**config.mk**
```make
export PLATFORM = sky130hd
export DESIGN_NAME = fom_output_mux
export DESIGN_NICKNAME = d
export VERILOG_FILES = /design/src/logic/fom_pkg.sv /design/src/logic/fom_cmd_decode.sv /design/src/logic/fom_output_mux.sv
export SDC_FILE = /design/constraint.sdc
export NUM_CORES = 1
export LEC_CHECK = 0
export BUFFER_PORTS_ARGS = -buffer_cell sky130_fd_sc_hd__buf_2
export CORE_MARGIN = 8
export CORE_UTILIZATION = 49
export DETAILED_ROUTE_END_ITERATION = 8
export PLACE_DENSITY_LB_ADDON = 0.12
export SYNTH_ARGS = -nofsm -noshare
export SYNTH_HDL_FRONTEND = slang
export SYNTH_SLANG_ARGS = --single-unit
```
**constraint.sdc**
```tcl
create_clock -name clk -period 1.15 [get_ports clk]
set_clock_uncertainty 0.2 [all_clocks]
set_input_delay 0 -clock clk [delete_from_list [all_inputs] [get_ports clk]]
set_output_delay 0 -clock clk [all_outputs]
set_load 0.005 [all_outputs]
```
**src/logic/fom_pkg.sv**
```systemverilog
package fom_pkg;
    // ------------------------------------------------------------
    // Command codes
    // ------------------------------------------------------------
    localparam logic [7:0] FOM_CMD_READ_ARRAY = 8'hff;
    localparam logic [7:0] FOM_CMD_WORD_PGM_A = 8'h10;
    localparam logic [7:0] FOM_CMD_WORD_PGM_B = 8'h40;
    localparam logic [7:0] FOM_CMD_BP_SETUP = 8'he8;
    localparam logic [7:0] FOM_CMD_ERASE_SETUP = 8'h20;
    localparam logic [7:0] FOM_CMD_BUFFERED_FACTORY_PROGRAM_SETUP = 8'h30;
    localparam logic [7:0] FOM_CMD_CONFIRM = 8'hd0;
    localparam logic [7:0] FOM_CMD_SUSPEND = 8'hb0;
    localparam logic [7:0] FOM_CMD_READ_STATUS = 8'h70;
    localparam logic [7:0] FOM_CMD_CLEAR_STATUS = 8'h50;
    localparam logic [7:0] FOM_CMD_READ_ID = 8'h90;
    localparam logic [7:0] FOM_CMD_READ_QUERY = 8'h98;
    localparam logic [7:0] FOM_CMD_LOCK_SETUP = 8'h60;
    localparam logic [7:0] FOM_CMD_OTP_SETUP = 8'hc0;
    localparam logic [7:0] FOM_CMD_LOCK_CONFIRM = 8'h01;
    localparam logic [7:0] FOM_CMD_LOCKDOWN_CONFIRM = 8'h2f;
    localparam logic [7:0] FOM_CMD_CFG_CONFIRM = 8'h03;
    localparam logic [15:0] FOM_BLOCK_ADDR_WORD = 16'hffff;

    // ------------------------------------------------------------
    // Sizes and reset values
    // ------------------------------------------------------------
    localparam int FOM_NPART = 8;
    localparam int FOM_PART_W = 3;
    localparam int FOM_ADDR_W = 23;
    localparam int FOM_SR_ERR_W = 5;
    localparam logic [FOM_SR_ERR_W-1:0] FOM_SR_ERR_RST = 5'h00;
    localparam logic [FOM_ADDR_W-1:0] FOM_ADDR_RST = 23'h000000;

    // Output mux selection of one partition
    typedef enum logic [1:0] {
        FOM_OUT_ARRAY,
        FOM_OUT_IDQ,
        FOM_OUT_STATUS
    } fom_out_t;

    // Chip state class as seen by the output mux
    typedef enum logic [2:0] {
        FOM_ST_READY,
        FOM_ST_SETUP,
        FOM_ST_LOCK_SETUP,
        FOM_ST_BUSY,
        FOM_ST_SUSPEND,
        FOM_ST_OTP_BUSY
    } fom_chip_t;
endpackage

```
**src/logic/fom_cmd_decode.sv**
```systemverilog
`timescale 1ns/1ps
module fom_cmd_decode
    import fom_pkg::*;
(
    input wire logic [15:0] data,
    output logic legal,
    output logic to_status,
    output logic keep_sel
);
    // ------------------------------------------------------------
    // Command classification
    // ------------------------------------------------------------
    // Only the low byte carries the code; the block address word is full width
    always_comb begin
        legal = 1'b1;
        to_status = 1'b0;
        keep_sel = 1'b0;
        if (data == FOM_BLOCK_ADDR_WORD) begin
            legal = 1'b1;
        end else begin
            case (data[7:0])
                FOM_CMD_READ_ARRAY: legal = 1'b1;
                FOM_CMD_WORD_PGM_A, FOM_CMD_WORD_PGM_B, FOM_CMD_BP_SETUP, FOM_CMD_ERASE_SETUP,
                FOM_CMD_BUFFERED_FACTORY_PROGRAM_SETUP, FOM_CMD_READ_STATUS, FOM_CMD_LOCK_SETUP,
                FOM_CMD_OTP_SETUP: to_status = 1'b1;
                FOM_CMD_CONFIRM, FOM_CMD_SUSPEND, FOM_CMD_CLEAR_STATUS, FOM_CMD_LOCK_CONFIRM,
                FOM_CMD_LOCKDOWN_CONFIRM, FOM_CMD_CFG_CONFIRM: keep_sel = 1'b1;
                FOM_CMD_READ_ID, FOM_CMD_READ_QUERY: legal = 1'b1;
                default: begin
                    legal = 1'b0;
                    keep_sel = 1'b1;
                end
            endcase
        end
    end
endmodule

```
**src/logic/fom_output_mux.sv**
```systemverilog
//------------------------------------------------------------
// Functional notes
// - In setup, load, confirm or factory verify states any write selects status.
// - Setup, read status, lock and OTP codes select status when ready/suspended/busy.
// - Confirm, suspend, clear status and lock confirms keep selection.
// - All-ones block address selects array; unknown codes keep selection.
// - Codes outside the command set are flagged illegal.
// - Array read from a busy partition returns invalid data.
// - ID and query data come from distinct addresses selected by address.
// - Erase setup then confirm while program suspended is ignored.
// - Clear status clears error bits only when no operation runs.
// - Factory program data accepted only while status bit zero is zero.
// - Each partition keeps its own selection; chip state ignores it.
// - Lock, unlock, lock-down, config confirms return chip to ready.
// - Block address of first cycle is latched as operation reference.
//------------------------------------------------------------
`timescale 1ns/1ps
module fom_output_mux
    import fom_pkg::*;
(
    input wire logic clk,
    input wire logic rst_n,
    input wire logic clk_en,
    input wire logic wr_stb,
    input wire logic [15:0] wr_data,
    input wire logic [FOM_ADDR_W-1:0] wr_addr,
    input wire logic [FOM_PART_W-1:0] wr_part,
    input wire fom_chip_t chip_state,
    input wire logic pgm_suspended,
    input wire logic buffered_factory_program_mode,
    input wire logic sr_ready_bit0,
    input wire logic [FOM_SR_ERR_W-1:0] sr_err_set,
    input wire logic [FOM_NPART-1:0] part_busy,
    output logic [2*FOM_NPART-1:0] part_sel,
    output logic [FOM_NPART-1:0] part_invalid,
    output logic illegal_cmd,
    output logic ignore_cmd,
    output logic buffered_factory_program_data_ok,
    output logic ready_req,
    output logic [FOM_SR_ERR_W-1:0] sr_err,
    output logic [FOM_ADDR_W-1:0] first_cycle_block_address
);
    // ------------------------------------------------------------
    // State
    // ------------------------------------------------------------
    typedef struct packed {
        logic [2*FOM_NPART-1:0] sel;
        logic [FOM_NPART-1:0] inval;
        logic illegal;
        logic ignore;
        logic buffered_factory_program_ok;
        logic ready;
        logic erase_pending;
        logic [FOM_SR_ERR_W-1:0] err;
        logic [FOM_ADDR_W-1:0] wa0;
    } fom_state_t;

    fom_state_t s_q;
    fom_state_t s_d;
    logic legal;
    logic to_status;
    logic keep_sel;
    logic [15:0] dec_data;
    logic [7:0] code;
    logic running;

    assign dec_data = wr_data;
    assign code = wr_data[7:0];

    // ------------------------------------------------------------
    // Command decode
    // ------------------------------------------------------------
    // Full word goes in, so the block address pattern is never taken for a read array
    fom_cmd_decode u_dec (
        .data(dec_data),
        .legal(legal),
        .to_status(to_status),
        .keep_sel(keep_sel)
    );

    // Operation in progress blocks error clearing
    function automatic logic is_running(input fom_chip_t st, input logic buffered_factory_program);
        is_running = (st == FOM_ST_BUSY) || (st == FOM_ST_OTP_BUSY) || buffered_factory_program;
    endfunction

    assign running = is_running(chip_state, buffered_factory_program_mode);

    // Second cycles that finish a lock or configuration setup
    function automatic logic is_lock_confirm(input logic [7:0] c);
        is_lock_confirm = (c == FOM_CMD_LOCK_CONFIRM) || (c == FOM_CMD_LOCKDOWN_CONFIRM) ||
            (c == FOM_CMD_CFG_CONFIRM) || (c == FOM_CMD_CONFIRM);
    endfunction

    // ------------------------------------------------------------
    // Next state
    // ------------------------------------------------------------
    // Chip state drives selection; the partition's current selection never feeds back
    always_comb begin
        fom_out_t nsel;
        logic upd;
        nsel = FOM_OUT_STATUS;
        upd = 1'b0;
        s_d = s_q;
        s_d.illegal = 1'b0;
        s_d.ignore = 1'b0;
        s_d.ready = 1'b0;
        s_d.buffered_factory_program_ok = 1'b0;
        // Errors: set always wins over clear
        s_d.err = s_q.err | sr_err_set;
        // Invalid data flag follows busy on array-selected partitions
        // Recomputed every enabled cycle so it drops at the first enabled edge after busy does
        for (int i = 0; i < FOM_NPART; i++) begin
            s_d.inval[i] = part_busy[i] && (fom_out_t'(s_q.sel[2*i +: 2]) == FOM_OUT_ARRAY);
        end
        if (wr_stb) begin
            if (buffered_factory_program_mode && wr_data != FOM_BLOCK_ADDR_WORD) begin
                // Factory data writes only go through while the ready bit is low
                s_d.buffered_factory_program_ok = !sr_ready_bit0;
                nsel = FOM_OUT_STATUS;
                upd = 1'b1;
            end else begin
                case (chip_state)
                    FOM_ST_SETUP: begin
                        nsel = FOM_OUT_STATUS;
                        upd = 1'b1;
                    end
                    FOM_ST_LOCK_SETUP: begin
                        // Only the configuration confirm hands the partition back to array reads
                        nsel = (code == FOM_CMD_CFG_CONFIRM) ? FOM_OUT_ARRAY : FOM_OUT_STATUS;
                        upd = 1'b1;
                        if (is_lock_confirm(code)) begin
                            s_d.ready = 1'b1;
                        end
                    end
                    FOM_ST_OTP_BUSY: begin
                        // Protection program runs to the end; the mux waits for it
                        upd = 1'b0;
                    end
                    default: begin
                        // Ready, suspended and busy states share one set of outcomes
                        if (wr_data == FOM_BLOCK_ADDR_WORD) begin
                            nsel = FOM_OUT_ARRAY;
                            upd = 1'b1;
                        end else if (code == FOM_CMD_READ_ARRAY) begin
                            nsel = FOM_OUT_ARRAY;
                            upd = 1'b1;
                        end else if (code == FOM_CMD_READ_ID || code == FOM_CMD_READ_QUERY) begin
                            // Address picks ID or query data within this window
                            nsel = FOM_OUT_IDQ;
                            upd = 1'b1;
                        end else if (to_status) begin
                            nsel = FOM_OUT_STATUS;
                            upd = 1'b1;
                        end else if (keep_sel) begin
                            // Confirm, suspend, clear status and unknown codes leave the mux alone
                            upd = 1'b0;
                        end
                    end
                endcase
                // Flagged in every state so the host can spot a stray code in a setup too
                s_d.illegal = !legal;
                // An error set in the same cycle survives the clear
                if (code == FOM_CMD_CLEAR_STATUS && !running) begin
                    s_d.err = sr_err_set;
                end
            end
            // Erase setup then confirm while program suspended: drop the confirm
            if (pgm_suspended && s_q.erase_pending && code == FOM_CMD_CONFIRM) begin
                s_d.ignore = 1'b1;
            end
            // Any other write in between ends the pairing
            s_d.erase_pending = pgm_suspended && (code == FOM_CMD_ERASE_SETUP);
            // First cycle of an operation latches the reference block
            if (chip_state == FOM_ST_READY || chip_state == FOM_ST_SUSPEND) begin
                if (to_status && code != FOM_CMD_READ_STATUS) begin
                    s_d.wa0 = wr_addr;
                end
            end
            // Only the addressed partition updates; host keeps both cycles in it
            if (upd) begin
                s_d.sel[2*wr_part +: 2] = nsel;
            end
        end
    end

    // ------------------------------------------------------------
    // Registers
    // ------------------------------------------------------------
    // Reset: all partitions read array
    always_ff @(posedge clk or negedge rst_n) begin
        if (!rst_n) begin
            s_q.sel <= {FOM_NPART{FOM_OUT_ARRAY}};
            s_q.inval <= '0;
            s_q.illegal <= 1'b0;
            s_q.ignore <= 1'b0;
            s_q.buffered_factory_program_ok <= 1'b0;
            s_q.ready <= 1'b0;
            s_q.erase_pending <= 1'b0;
            s_q.err <= FOM_SR_ERR_RST;
            s_q.wa0 <= FOM_ADDR_RST;
        end else if (clk_en) begin
            // Low enable holds every field, one-cycle flags included
            s_q <= s_d;
        end
    end

    // ------------------------------------------------------------
    // Outputs
    // ------------------------------------------------------------
    // Straight from the state flops, so no decode glitch reaches the pins
    assign part_sel = s_q.sel;
    assign part_invalid = s_q.inval;
    assign illegal_cmd = s_q.illegal;
    assign ignore_cmd = s_q.ignore;
    assign buffered_factory_program_data_ok = s_q.buffered_factory_program_ok;
    assign ready_req = s_q.ready;
    assign sr_err = s_q.err;
    assign first_cycle_block_address = s_q.wa0;
endmodule

```
# Word level (Yosys, flattened, before mapping)
# Index checks and enable logic that the tools add are counted.
[word_totals]
register_bits = 57
out_inout_bits = 56
wordCells = 108
[op_classes]
n_addsub = 1
eq_ne = 25
shifts = 2
mux = 30
bitwise_logic = 1
reduce_logical = 40
[ops]
columns = ["op", "n"]
rows = [
  ["8-bit equality test (second input constant)", 7],
  ["23-bit two-way mux", 2],
  ["4-bit negation with 34-bit output", 1],
  ["2-bit by 34-bit variable shift with 16-bit output (first input constant)", 1],
  ["2-bit by 34-bit indexed part select with 16-bit output", 1],
  ["33-bit two-way mux", 1],
  ["8-bit by 7-bit equality test with 1-bit output (second input constant)", 4],
  ["8-bit by 6-bit equality test with 1-bit output (second input constant)", 3],
  ["17-bit OR reduction", 1],
  ["16-bit bitwise mux", 1],
  ["16-bit equality test (second input constant)", 1],
  ["2-bit logical NOT", 8],
  ["1-bit two-way mux", 16],
  ["16-bit inequality test (second input constant)", 1],
  ["1-bit logical AND", 14],
  ["2-bit two-way mux", 6],
  ["5-bit two-way mux", 2],
  ["8-bit by 1-bit equality test with 1-bit output (second input constant)", 1],
  ["8-bit by 2-bit equality test with 1-bit output (second input constant)", 1],
  ["8-bit by 5-bit equality test with 1-bit output (second input constant)", 1],
  ["8-bit by 7-bit inequality test with 1-bit output (second input constant)", 1],
  ["8-bit OR reduction", 1],
  ["1-bit logical OR", 7],
  ["3-bit by 2-bit equality test with 1-bit output (second input constant)", 2],
  ["other kinds (11)", 15],
]

# Depth between registers and ports, before layout
# Gate-level depths: netlist (run 1).
[depth]
word_depth = 12
ltp_mapped = 8
mapped_depth_nobuf = 8

# Hierarchy
# Synthesis (run 1) repeated with hierarchy kept, for this count alone.
[hier_totals]
hier_cells = 281
area_unflattened_um2 = 3196.8
[by_module_without_submodules]
columns = ["mod", "instances", "cells_per_inst", "area_per_inst_um2"]
rows = [
  ["fom_output_mux", 1, 260, 3039.2],
  ["fom_cmd_decode", 1, 21, 157.7],
]

# Worst setup path after synthesis (run 1)
# OpenSTA, ideal clock, no wires.
[synth_path]
path_kind = "input-to-reg"
start = "input port wr_data[3]"
end = "register s_q, in the netlist first_cycle_block_address[0]"
setup_time_ns = 0.125
arrival_ns = 1.739
required_ns = 0.825
path_slack_ns = -0.914
path_stages = 7
n_path_buf = 2
path_cell_list = "or4b_4 -> a21oi_2 -> o21ai_2 -> or4_1 -> buf_6 -> buf_12 -> mux2_4"
[synth_between]
elab_chain_cells = 6
[synth_lines]
columns = ["element", "line_no", "source"]
rows = [
  ["start: declaration", "fom_output_mux.sv:25", "input wire logic [15:0] wr_data,"],
  ["8-bit by 6-bit equality test with 1-bit output (tied with other cells)", "n/a", ""],
  ["8-bit OR reduction", "fom_cmd_decode.sv:21", "case (data[7:0])"],
  ["1-bit two-way mux", "fom_cmd_decode.sv:21", ""],
  ["1-bit two-way mux", "fom_cmd_decode.sv:18", "if (data == FOM_BLOCK_ADDR_WORD) begin"],
  ["1-bit logical AND *", "fom_output_mux.sv:175", "if (to_status && code != FOM_CMD_READ_STATUS) begin"],
  ["4-bit AND reduction (no source line) *", "n/a", ""],
  ["end: declaration", "fom_output_mux.sv:58", "fom_state_t s_q;"],
]
# Every way passes the cells marked *; elsewhere a longest branch is shown, timed or not.
# A chain may end at the register's enable or synchronous reset.

# Worst setup path in the final report (run 1)
[layout_path]
start = "input port wr_data[2]"
end = "register s_q, in the netlist part_sel[8]"
[layout_between]
elab_chain_cells = 12
[layout_lines]
columns = ["element", "line_no", "source"]
rows = [
  ["8-bit by 6-bit equality test with 1-bit output (tied with other cells)", "n/a", ""],
  ["8-bit OR reduction", "fom_cmd_decode.sv:21", ""],
  ["1-bit two-way mux", "fom_cmd_decode.sv:21", ""],
  ["1-bit two-way mux", "fom_cmd_decode.sv:18", ""],
  ["1-bit two-way mux", "fom_output_mux.sv:151", "end else if (to_status) begin"],
  ["1-bit two-way mux", "fom_output_mux.sv:147", "end else if (code == FOM_CMD_READ_ID || code == FOM_CMD_READ_QUERY) begin"],
  ["1-bit two-way mux", "fom_output_mux.sv:144", "end else if (code == FOM_CMD_READ_ARRAY) begin"],
  ["1-bit two-way mux", "fom_output_mux.sv:141", "if (wr_data == FOM_BLOCK_ADDR_WORD) begin"],
  ["1-bit case mux with 2 select lines", "fom_output_mux.sv:122", "case (chip_state)"],
  ["1-bit two-way mux", "fom_output_mux.sv:116", "if (buffered_factory_program_mode && wr_data != FOM_BLOCK_ADDR_WORD) begin"],
  ["1-bit two-way mux", "fom_output_mux.sv:115", "if (wr_stb) begin"],
  ["3-bit AND reduction (no source line)", "n/a", ""],
]
# Parallel ways exist; a longest one is shown, timed or not. The select of a mux whose other input is x is not followed.

==> results.md, run 1 <==
- First-pass GRT wire length: 14.9 mm
- RePlAce Congestion: 0.847
- Path depth of the worst reg2reg path: 2
- Hold path start: buffered_factory_program_mode
- Placed inst area: between 3000 and 4000 µm²
- Gr usage total: between 10% and 20%
- Synthesized Nets: 338
- Status: finished with violations
- Detailed-placement wirelength estimate: 5.96 mm
- Post-synth EDFFs: 0
- TritonCTS Sinks: 57
- Nets@finish: approximately 510
- CP peak stage delay: 0.41 ns
- Initial Utilization: about half
- Buf+Inv Stages, Crit Path: 2
- Crit path kind: in2reg
- Synthesis-to-layout area growth: 51.8%
- # setup viols final: 47
- Synth area leader: dfrtp_1
- Post-route DRC: 0
- CTS buffer count: 9
- Fin crit share: 165%
- Most frequent cells in the layout: buf_2 (112), dfrtp_1 (57), buf_4 (49)
- Via Count: 2713
- Utilization after layout: between 70% and 80%
- Layout cells sized above 1: between 50% and 60%
- Power Dens Cells: between 1000 and 1500 nW/µm²
- Max Cap Violations: 0
- Commonest non-fill, non-tap cell in the layout: buf_2
- Startpoint types: input port
- Die width: 96.6 µm
- Gate Count Post-Synth: between 200 and 300
- Met2 GRT Util: between 30% and 40%
- Design Area, Final: a little under 5000 µm²
- Crit Path Max Fanout: 4
- Final worst path period need: between 1.5 and 2 ns
- Core area: 6310 µm²
- Crit. End Element: flop
- Required @ worst endpoint: approximately 1.2 ns
- Die ar.: 9340 µm²
- Met3 GRT Util: approximately 5.1%
- Insertion delay to the later sink of the worst-skew pair: 0.33 ns
- Arrival time at the worst endpoint: between 1.5 and 2 ns
- Sequential fraction of the synthesis area: approximately 45%
- Largest cells by area after synthesis: dfrtp_1 (45%), buf_4 (12%), mux2_4 (9.4%)
- Actual slew at the worst max-slew pin: approximately 0.40 ns
- GR Layer Usage met1: 22.8%
- Avg Synthesized Cell Area: around 12 µm²
- Hold Vio Cnt, Final: 11
- Seq cells post-synth: 57
- Die H: 96.6 µm
- Routed len/inst: between 15 and 20 µm
- Peak Freq: approximately 0.53 GHz
- Post-route ant nets: 0
- TNS Setup: -27.31 ns
- Crit path cell chain: buf_6 > or3_4 > nor3_1 > a41oi_2 > a31o_4 > buf_12 > a211oi_4 > mux2_4
- Diodes inserted: 0
- Mapped Area: ~3200 µm²
- Placement Setup Slack: -1.08 ns
- Cts hold-fix bufs: 41
- DR iter-0 viols: 65
- Worst Hold Path EP: illegal_cmd
- Clock slew at reported path FFs: approximately 0.06 ns
- Fraction of registers with async set/reset: 100%
- H-tree levels: 3
- Rel. slew slack: roughly three quarters
- Synth Warn #: 0
- Max clock buf depth: 2
- Global route hottest layer: met2
- FF-to-FF End: part_invalid[5]
- RSZ-0062 raised after global routing: true
- Hold slack final: -0.0582 ns
- Worst reg2reg setup slack: approximately 0.060 ns
- Post-synth top area share: 44.8%
- Post-Route WL: ~9 mm
- Hold Path Class: in2reg
- TritonRoute pass-1 iters: 4
- LEAKAGE: about 2.5 nW
- Largest net degree at the start of global routing: 58
- CTS tree: done
- Reg-to-reg startpoint: part_sel[11]
- CP max stage cell: or3_4
- Worst setup margin: -0.752 ns
- Cell variety after synth: 47
- Port Buf Inserts: 120
- Crit-path leading delay family: simple AND/OR/NAND/NOR gates
- Final slew viol count: 0
- Ys flop type: dfrtp_1
- Initial antenna violation count: 0
- Failing checks: hold timing, setup timing
- Clock root buffer: clkbuf_8
- Gr ovfl total: 0
- Vias per cell: about 5.2
- WHS Path Cells: 5
- Cell row count: 29
- Number of I/O pins: 121
- Number of global-route vias before repair: 2995
- VDD IR max: slightly above 0.0009 V
==> stage by stage <==
stage,std cells,power (mW)
CTS,524,5.48
detailed placement,458,3.20
floorplan,271,2.88
global placement,458,3.18
finish,526,5.49
global route,526,5.73
==> logic make-up (layout without fill, tap and decap cells) <==
logic type	count (synthesis)	in the layout	share of synthesized area, %
AOI/OAI and AO/OA	41	41	10.6
buffers and inverters	64	242	14.9
and+or+nand+nor	65	65	11.9
muxes	40	40	16.5
adders and majority gates	2	2	0.785
xor gates and xnor gates	2	2	0.550
DFF	57	57	44.8
==> flip-flops by register name, indices dropped and copies added (netlist names) <==
register	flops
buffered_factory_program_data_ok	1
first_cycle_block_address	23
ignore_cmd	1
illegal_cmd	1
part_invalid	8
part_sel	16
ready_req	1
s_q	1
sr_err	5
==> metal layers <==
metal	routed length [µm]	vias to the layer above
met3	516	14
met2	4600	103
li1	-	1274
met5	0	-
met1	3890	1322
met4	159	0
==> what timing repair did <==
item | CTS | global route
buffers inserted | 14 | 3
setup endpoints to repair | 42 | 50
hold endpoints to repair | 98 | 2
pin swaps | 17 | 10
gates resized for setup | 29 | 19
==> cell type report <==
class | count | area, µm²
sequential | 57 | 1430
timing repair buffer | 222 | 1600
clock inverter | 3 | 65.1
tap | 77 | 96.3
fill | 466 | 1480
inverter | 6 | 23.8
multi-input combinational | 150 | 1470
clock buffer | 11 | 151
==> how the worst max path moves through the flow <==
stage | startpoint | to | slack, ns | cells past startpoint
3_5_place_dp | wr_data[3] | part_sel[14] | -1.08 | 7
2_1_floorplan | wr_data[3] | first_cycle_block_address[0] | -0.90 | 7
5_1_grt | wr_data[2] | part_sel[8] | -0.83 | 8
6_report | wr_data[2] | part_sel[8] | -0.75 | 8
3_3_place_gp | wr_data[3] | part_sel[14] | -1.04 | 7
4_1_cts | wr_data[6] | part_sel[14] | -0.71 | 7
==> report_power, final <==
part,total (mW),switching [mW],internal [mW]
Combinational,1.12,0.458,0.662
Sequential,2.29,0.117,2.18
Clock,2.07,0.761,1.31
==> Yosys cell counts, types with 5 or more instances <==
| cell | number |
|---|---|
| a21o_1 | 8 |
| a22o_1 | 7 |
| buf_4 | 52 |
| dfrtp_1 | 57 |
| inv_1 | 5 |
| mux2_2 | 17 |
| mux2_4 | 20 |
| nand2_1 | 11 |
| nand2b_1 | 6 |
| nand3_1 | 5 |
| nand4_1 | 5 |
| nor2_1 | 10 |
| nor3_1 | 6 |
| nor4b_1 | 9 |
==> worst reg2reg max path: stages (launching register included) <==
cell	delay (ns)
dfrtp_1	0.39
nor4b_1	0.31
a21o_1	0.12
Note: power is estimated with default switching activity, not from simulation.
==> inputs of run 2 (changes only) <==
- CORE_UTILIZATION: 49 -> 53
- clock period: 1.15 -> 2.2 ns (I/O delays scaled with it)
==> run 2 against run 1 <==
Net effect:
- the flow now finishes without violations
- sequential share of layout area increased by 3.5 points
- count of clock-buffer cells in the layout stayed put
- cell count decreased by 4.9%
- worst hold slack gained 0.084 ns
- combinational power shrank 57%
- final area shrank 11%
- die area fell by 6.3%
- worst setup slack gained 0.96 ns
- wire length down 11%
- critical path depth fell by 1
- global-route usage rose by 0.23 points
- sequential power fell by 48%
- critical endpoint is now part_sel[11]
==> results.md, run 2 (synthesis gave the netlist of run 1 again) <==
- Inst Count DP: 434 (was 458)
- Diodes inserted: 0 (unchanged)
- Multi-input logic area: 1280 µm² (was 1470 µm²)
- Clock root buffer: clkbuf_8 (unchanged)
- Nets@finish: 487 (was 513)
- Fin crit share: between 90% and 100%
- VDD IR max: 0.000467 V (was 0.000912 V)
- Crit. End Element: flop (unchanged)
- Non-filler cells in the finished layout: 500 (was 526)
- LEAKAGE: 2.27 nW (was 2.52 nW)
- Die width: 93.5 µm (was 96.6 µm)
- Peak Freq: 0.503 GHz
- Cell row count: 28 (was 29)
- Commonest non-fill, non-tap cell in the layout: buf_2 (unchanged)
- DR iter-0 viols: 55 (was 65)
- Rel. slew slack: 53.3% (was 73.2%)
- Hold path start: wr_data[4] (was buffered_factory_program_mode)
- RePlAce Congestion: 0.845 (was 0.847)
- Reg-to-reg startpoint: sr_err[1] (was part_sel[11])
- Power Dens Cells: 591 nW/µm² (was 1130 nW/µm²)
- Crit path kind: in2reg (unchanged)
- Insertion delay to the later sink of the worst-skew pair: 0.33 ns (about the same)
- Post-Route WL: 8.18 mm (was 9.16 mm)
- TritonRoute pass-1 iters: 4 (unchanged)
- Die H: 93.5 µm (was 96.6 µm)
- Stages on the worst setup path: 7 (was 8)
- H-tree levels: 3 (unchanged)
- Vias per cell: 5.09 (was 5.16)
- Gr ovfl total: 0 (unchanged)
- Via Count: 2545 (was 2713)
- Core area: 5850 µm² (was 6310 µm²)
- Hold Vio Cnt, Final: 0 (was 11)
- Hold slack final: 0.0262 ns (was -0.0582 ns)
- Utilization after layout: 73.8% (was 76.6%)
- Largest net degree at the start of global routing: 58 (unchanged)
- RSZ-0062 raised after global routing: false (was true)
- Synthesis-to-layout area growth: 35.5% (was 51.8%)
- Layout cells sized above 1: 48.2% (was 59.0%)
- Post-route ant nets: 0 (unchanged)
- Port Buf Inserts: 120 (unchanged)
- Initial Utilization: 54.4% (was 50.5%)
- WHS Path Cells: 5 (unchanged)
- CTS buffer count: 9 (unchanged)
- Required @ worst endpoint: 2.21 ns (was 1.16 ns)
- Max clock buf depth: 2 (unchanged)
- Worst reg2reg setup slack: 0.75 ns (was 0.06 ns)
- Final slew viol count: 0 (unchanged)
- Initial antenna violation count: 0 (unchanged)
- Hold Path Class: in2reg (unchanged)
- FF-to-FF End: sr_err[1] (was part_invalid[5])
- TritonCTS Sinks: 57 (unchanged)
- Detailed-placement wirelength estimate: 5.72 mm (was 5.96 mm)
- Post-route DRC: 0 (unchanged)
- Path depth of the worst reg2reg path: 2 (unchanged)
- Crit Path Max Fanout: 8 (was 4)
- Largest register FFs: 23 (unchanged)
- # setup viols final: 0 (was 47)
- Status: finished clean (was finished with violations)
- Clock slew at reported path FFs: 0.06 ns (about the same)
- Most frequent cells in the layout: buf_2 (120), dfrtp_1 (57), dlygate4sd3_1 (50) (was buf_2 (112), dfrtp_1 (57), buf_4 (49))
- Arrival time at the worst endpoint: 2.00 ns (was 1.91 ns)
- Routed len/inst: 16.4 µm (was 17.4 µm)
- Crit path cell chain: buf_2 > nand4_1 > or3_1 > o31ai_4 > o21ai_1 > o211ai_1 > mux2_2 (was buf_6 > or3_4 > nor3_1 > a41oi_2 > a31o_4 > buf_12 > a211oi_4 > mux2_4)
- Max Cap Violations: 0 (unchanged)
- CP peak stage delay: 0.47 ns (was 0.41 ns)
- Buf+Inv Stages, Crit Path: 1 (was 2)
- Number of global-route vias before repair: 2737 (was 2995)
- TNS Setup: 0 ns (was -27.31 ns)
- Final worst path period need: 1.99 ns
- Fill cell count: 412 (was 466)
- CTS tree: done (unchanged)
- First-pass GRT wire length: 13.5 mm (was 14.9 mm)
- Worst Hold Path EP: illegal_cmd (unchanged)
- CP max stage cell: or3_1 (was or3_4)
- Crit-path leading delay family: compound AO/OA/AOI/OAI gates (was simple AND/OR/NAND/NOR gates)
- Startpoint types: input port (unchanged)
- Number of I/O pins: 121 (unchanged)
- Die ar.: 8750 µm² (was 9340 µm²)
- Seq. cell area: 1430 µm² (unchanged)
- Actual slew at the worst max-slew pin: 0.700 ns (was 0.399 ns)
- Gr usage total: 19.6% (was 19.3%)
run 2: through the flow:
step                power, mW  instance area [µm²]  worst slack [ns]
detailed placement       1.63                 3630           -0.0970
finish                   2.55                 4320             0.211
CTS                      2.58                 4320             0.130
global route             2.68                 4320             0.128
global placement         1.62                 3630           -0.0754
floorplan                1.49                 3190             0.136
run 2: how the worst max path moves through the flow:
stage,from,endpoint
5_1_grt,chip_state[0],part_sel[1]
3_5_place_dp,wr_data[5],part_sel[12]
3_3_place_gp,wr_data[5],part_sel[3]
4_1_cts,chip_state[0],part_sel[15]
2_1_floorplan,wr_data[3],first_cycle_block_address[0]
6_report,wr_data[5],part_sel[11]
run 2: worst min-delay path, delay by kind of cell:
family	cells	cell delay, ns
AO/OA/AOI/OAI	3	0.28
buffers and inverters	1	0.13
AND/OR/NAND/NOR	1	0.10
run 2: per-layer routing:
metal	GRT usage (%)	share of wire [%]
met1	22.4	41
met5	0	0
met2	33.8	50
met3	6.49	7.7
met4	5.64	1.0
run 2: repair_timing:
item,CTS,global route
buffers inserted,0,0
endpoints found under the hold margin,98,0
resized for setup,0,1
setup endpoints to repair,0,1
hold buffers,50,0
run 2: power breakdown:
group	internal, mW	total [mW]	switching [mW]	leakage [nW]
sequential	1.14	1.20	0.0574	0.740
combinational	0.274	0.476	0.201	1.44
clock	0.463	0.881	0.418	0.0911
run 2: final cells by class:
class	instances	area share, %
multi-input cells	150	29.7
clock buffers	11	3.51
clock inverters	5	0.696
flip-flops and latches	57	33.0
inverters	6	0.522
well taps	75	2.17
repair buffers	196	30.3
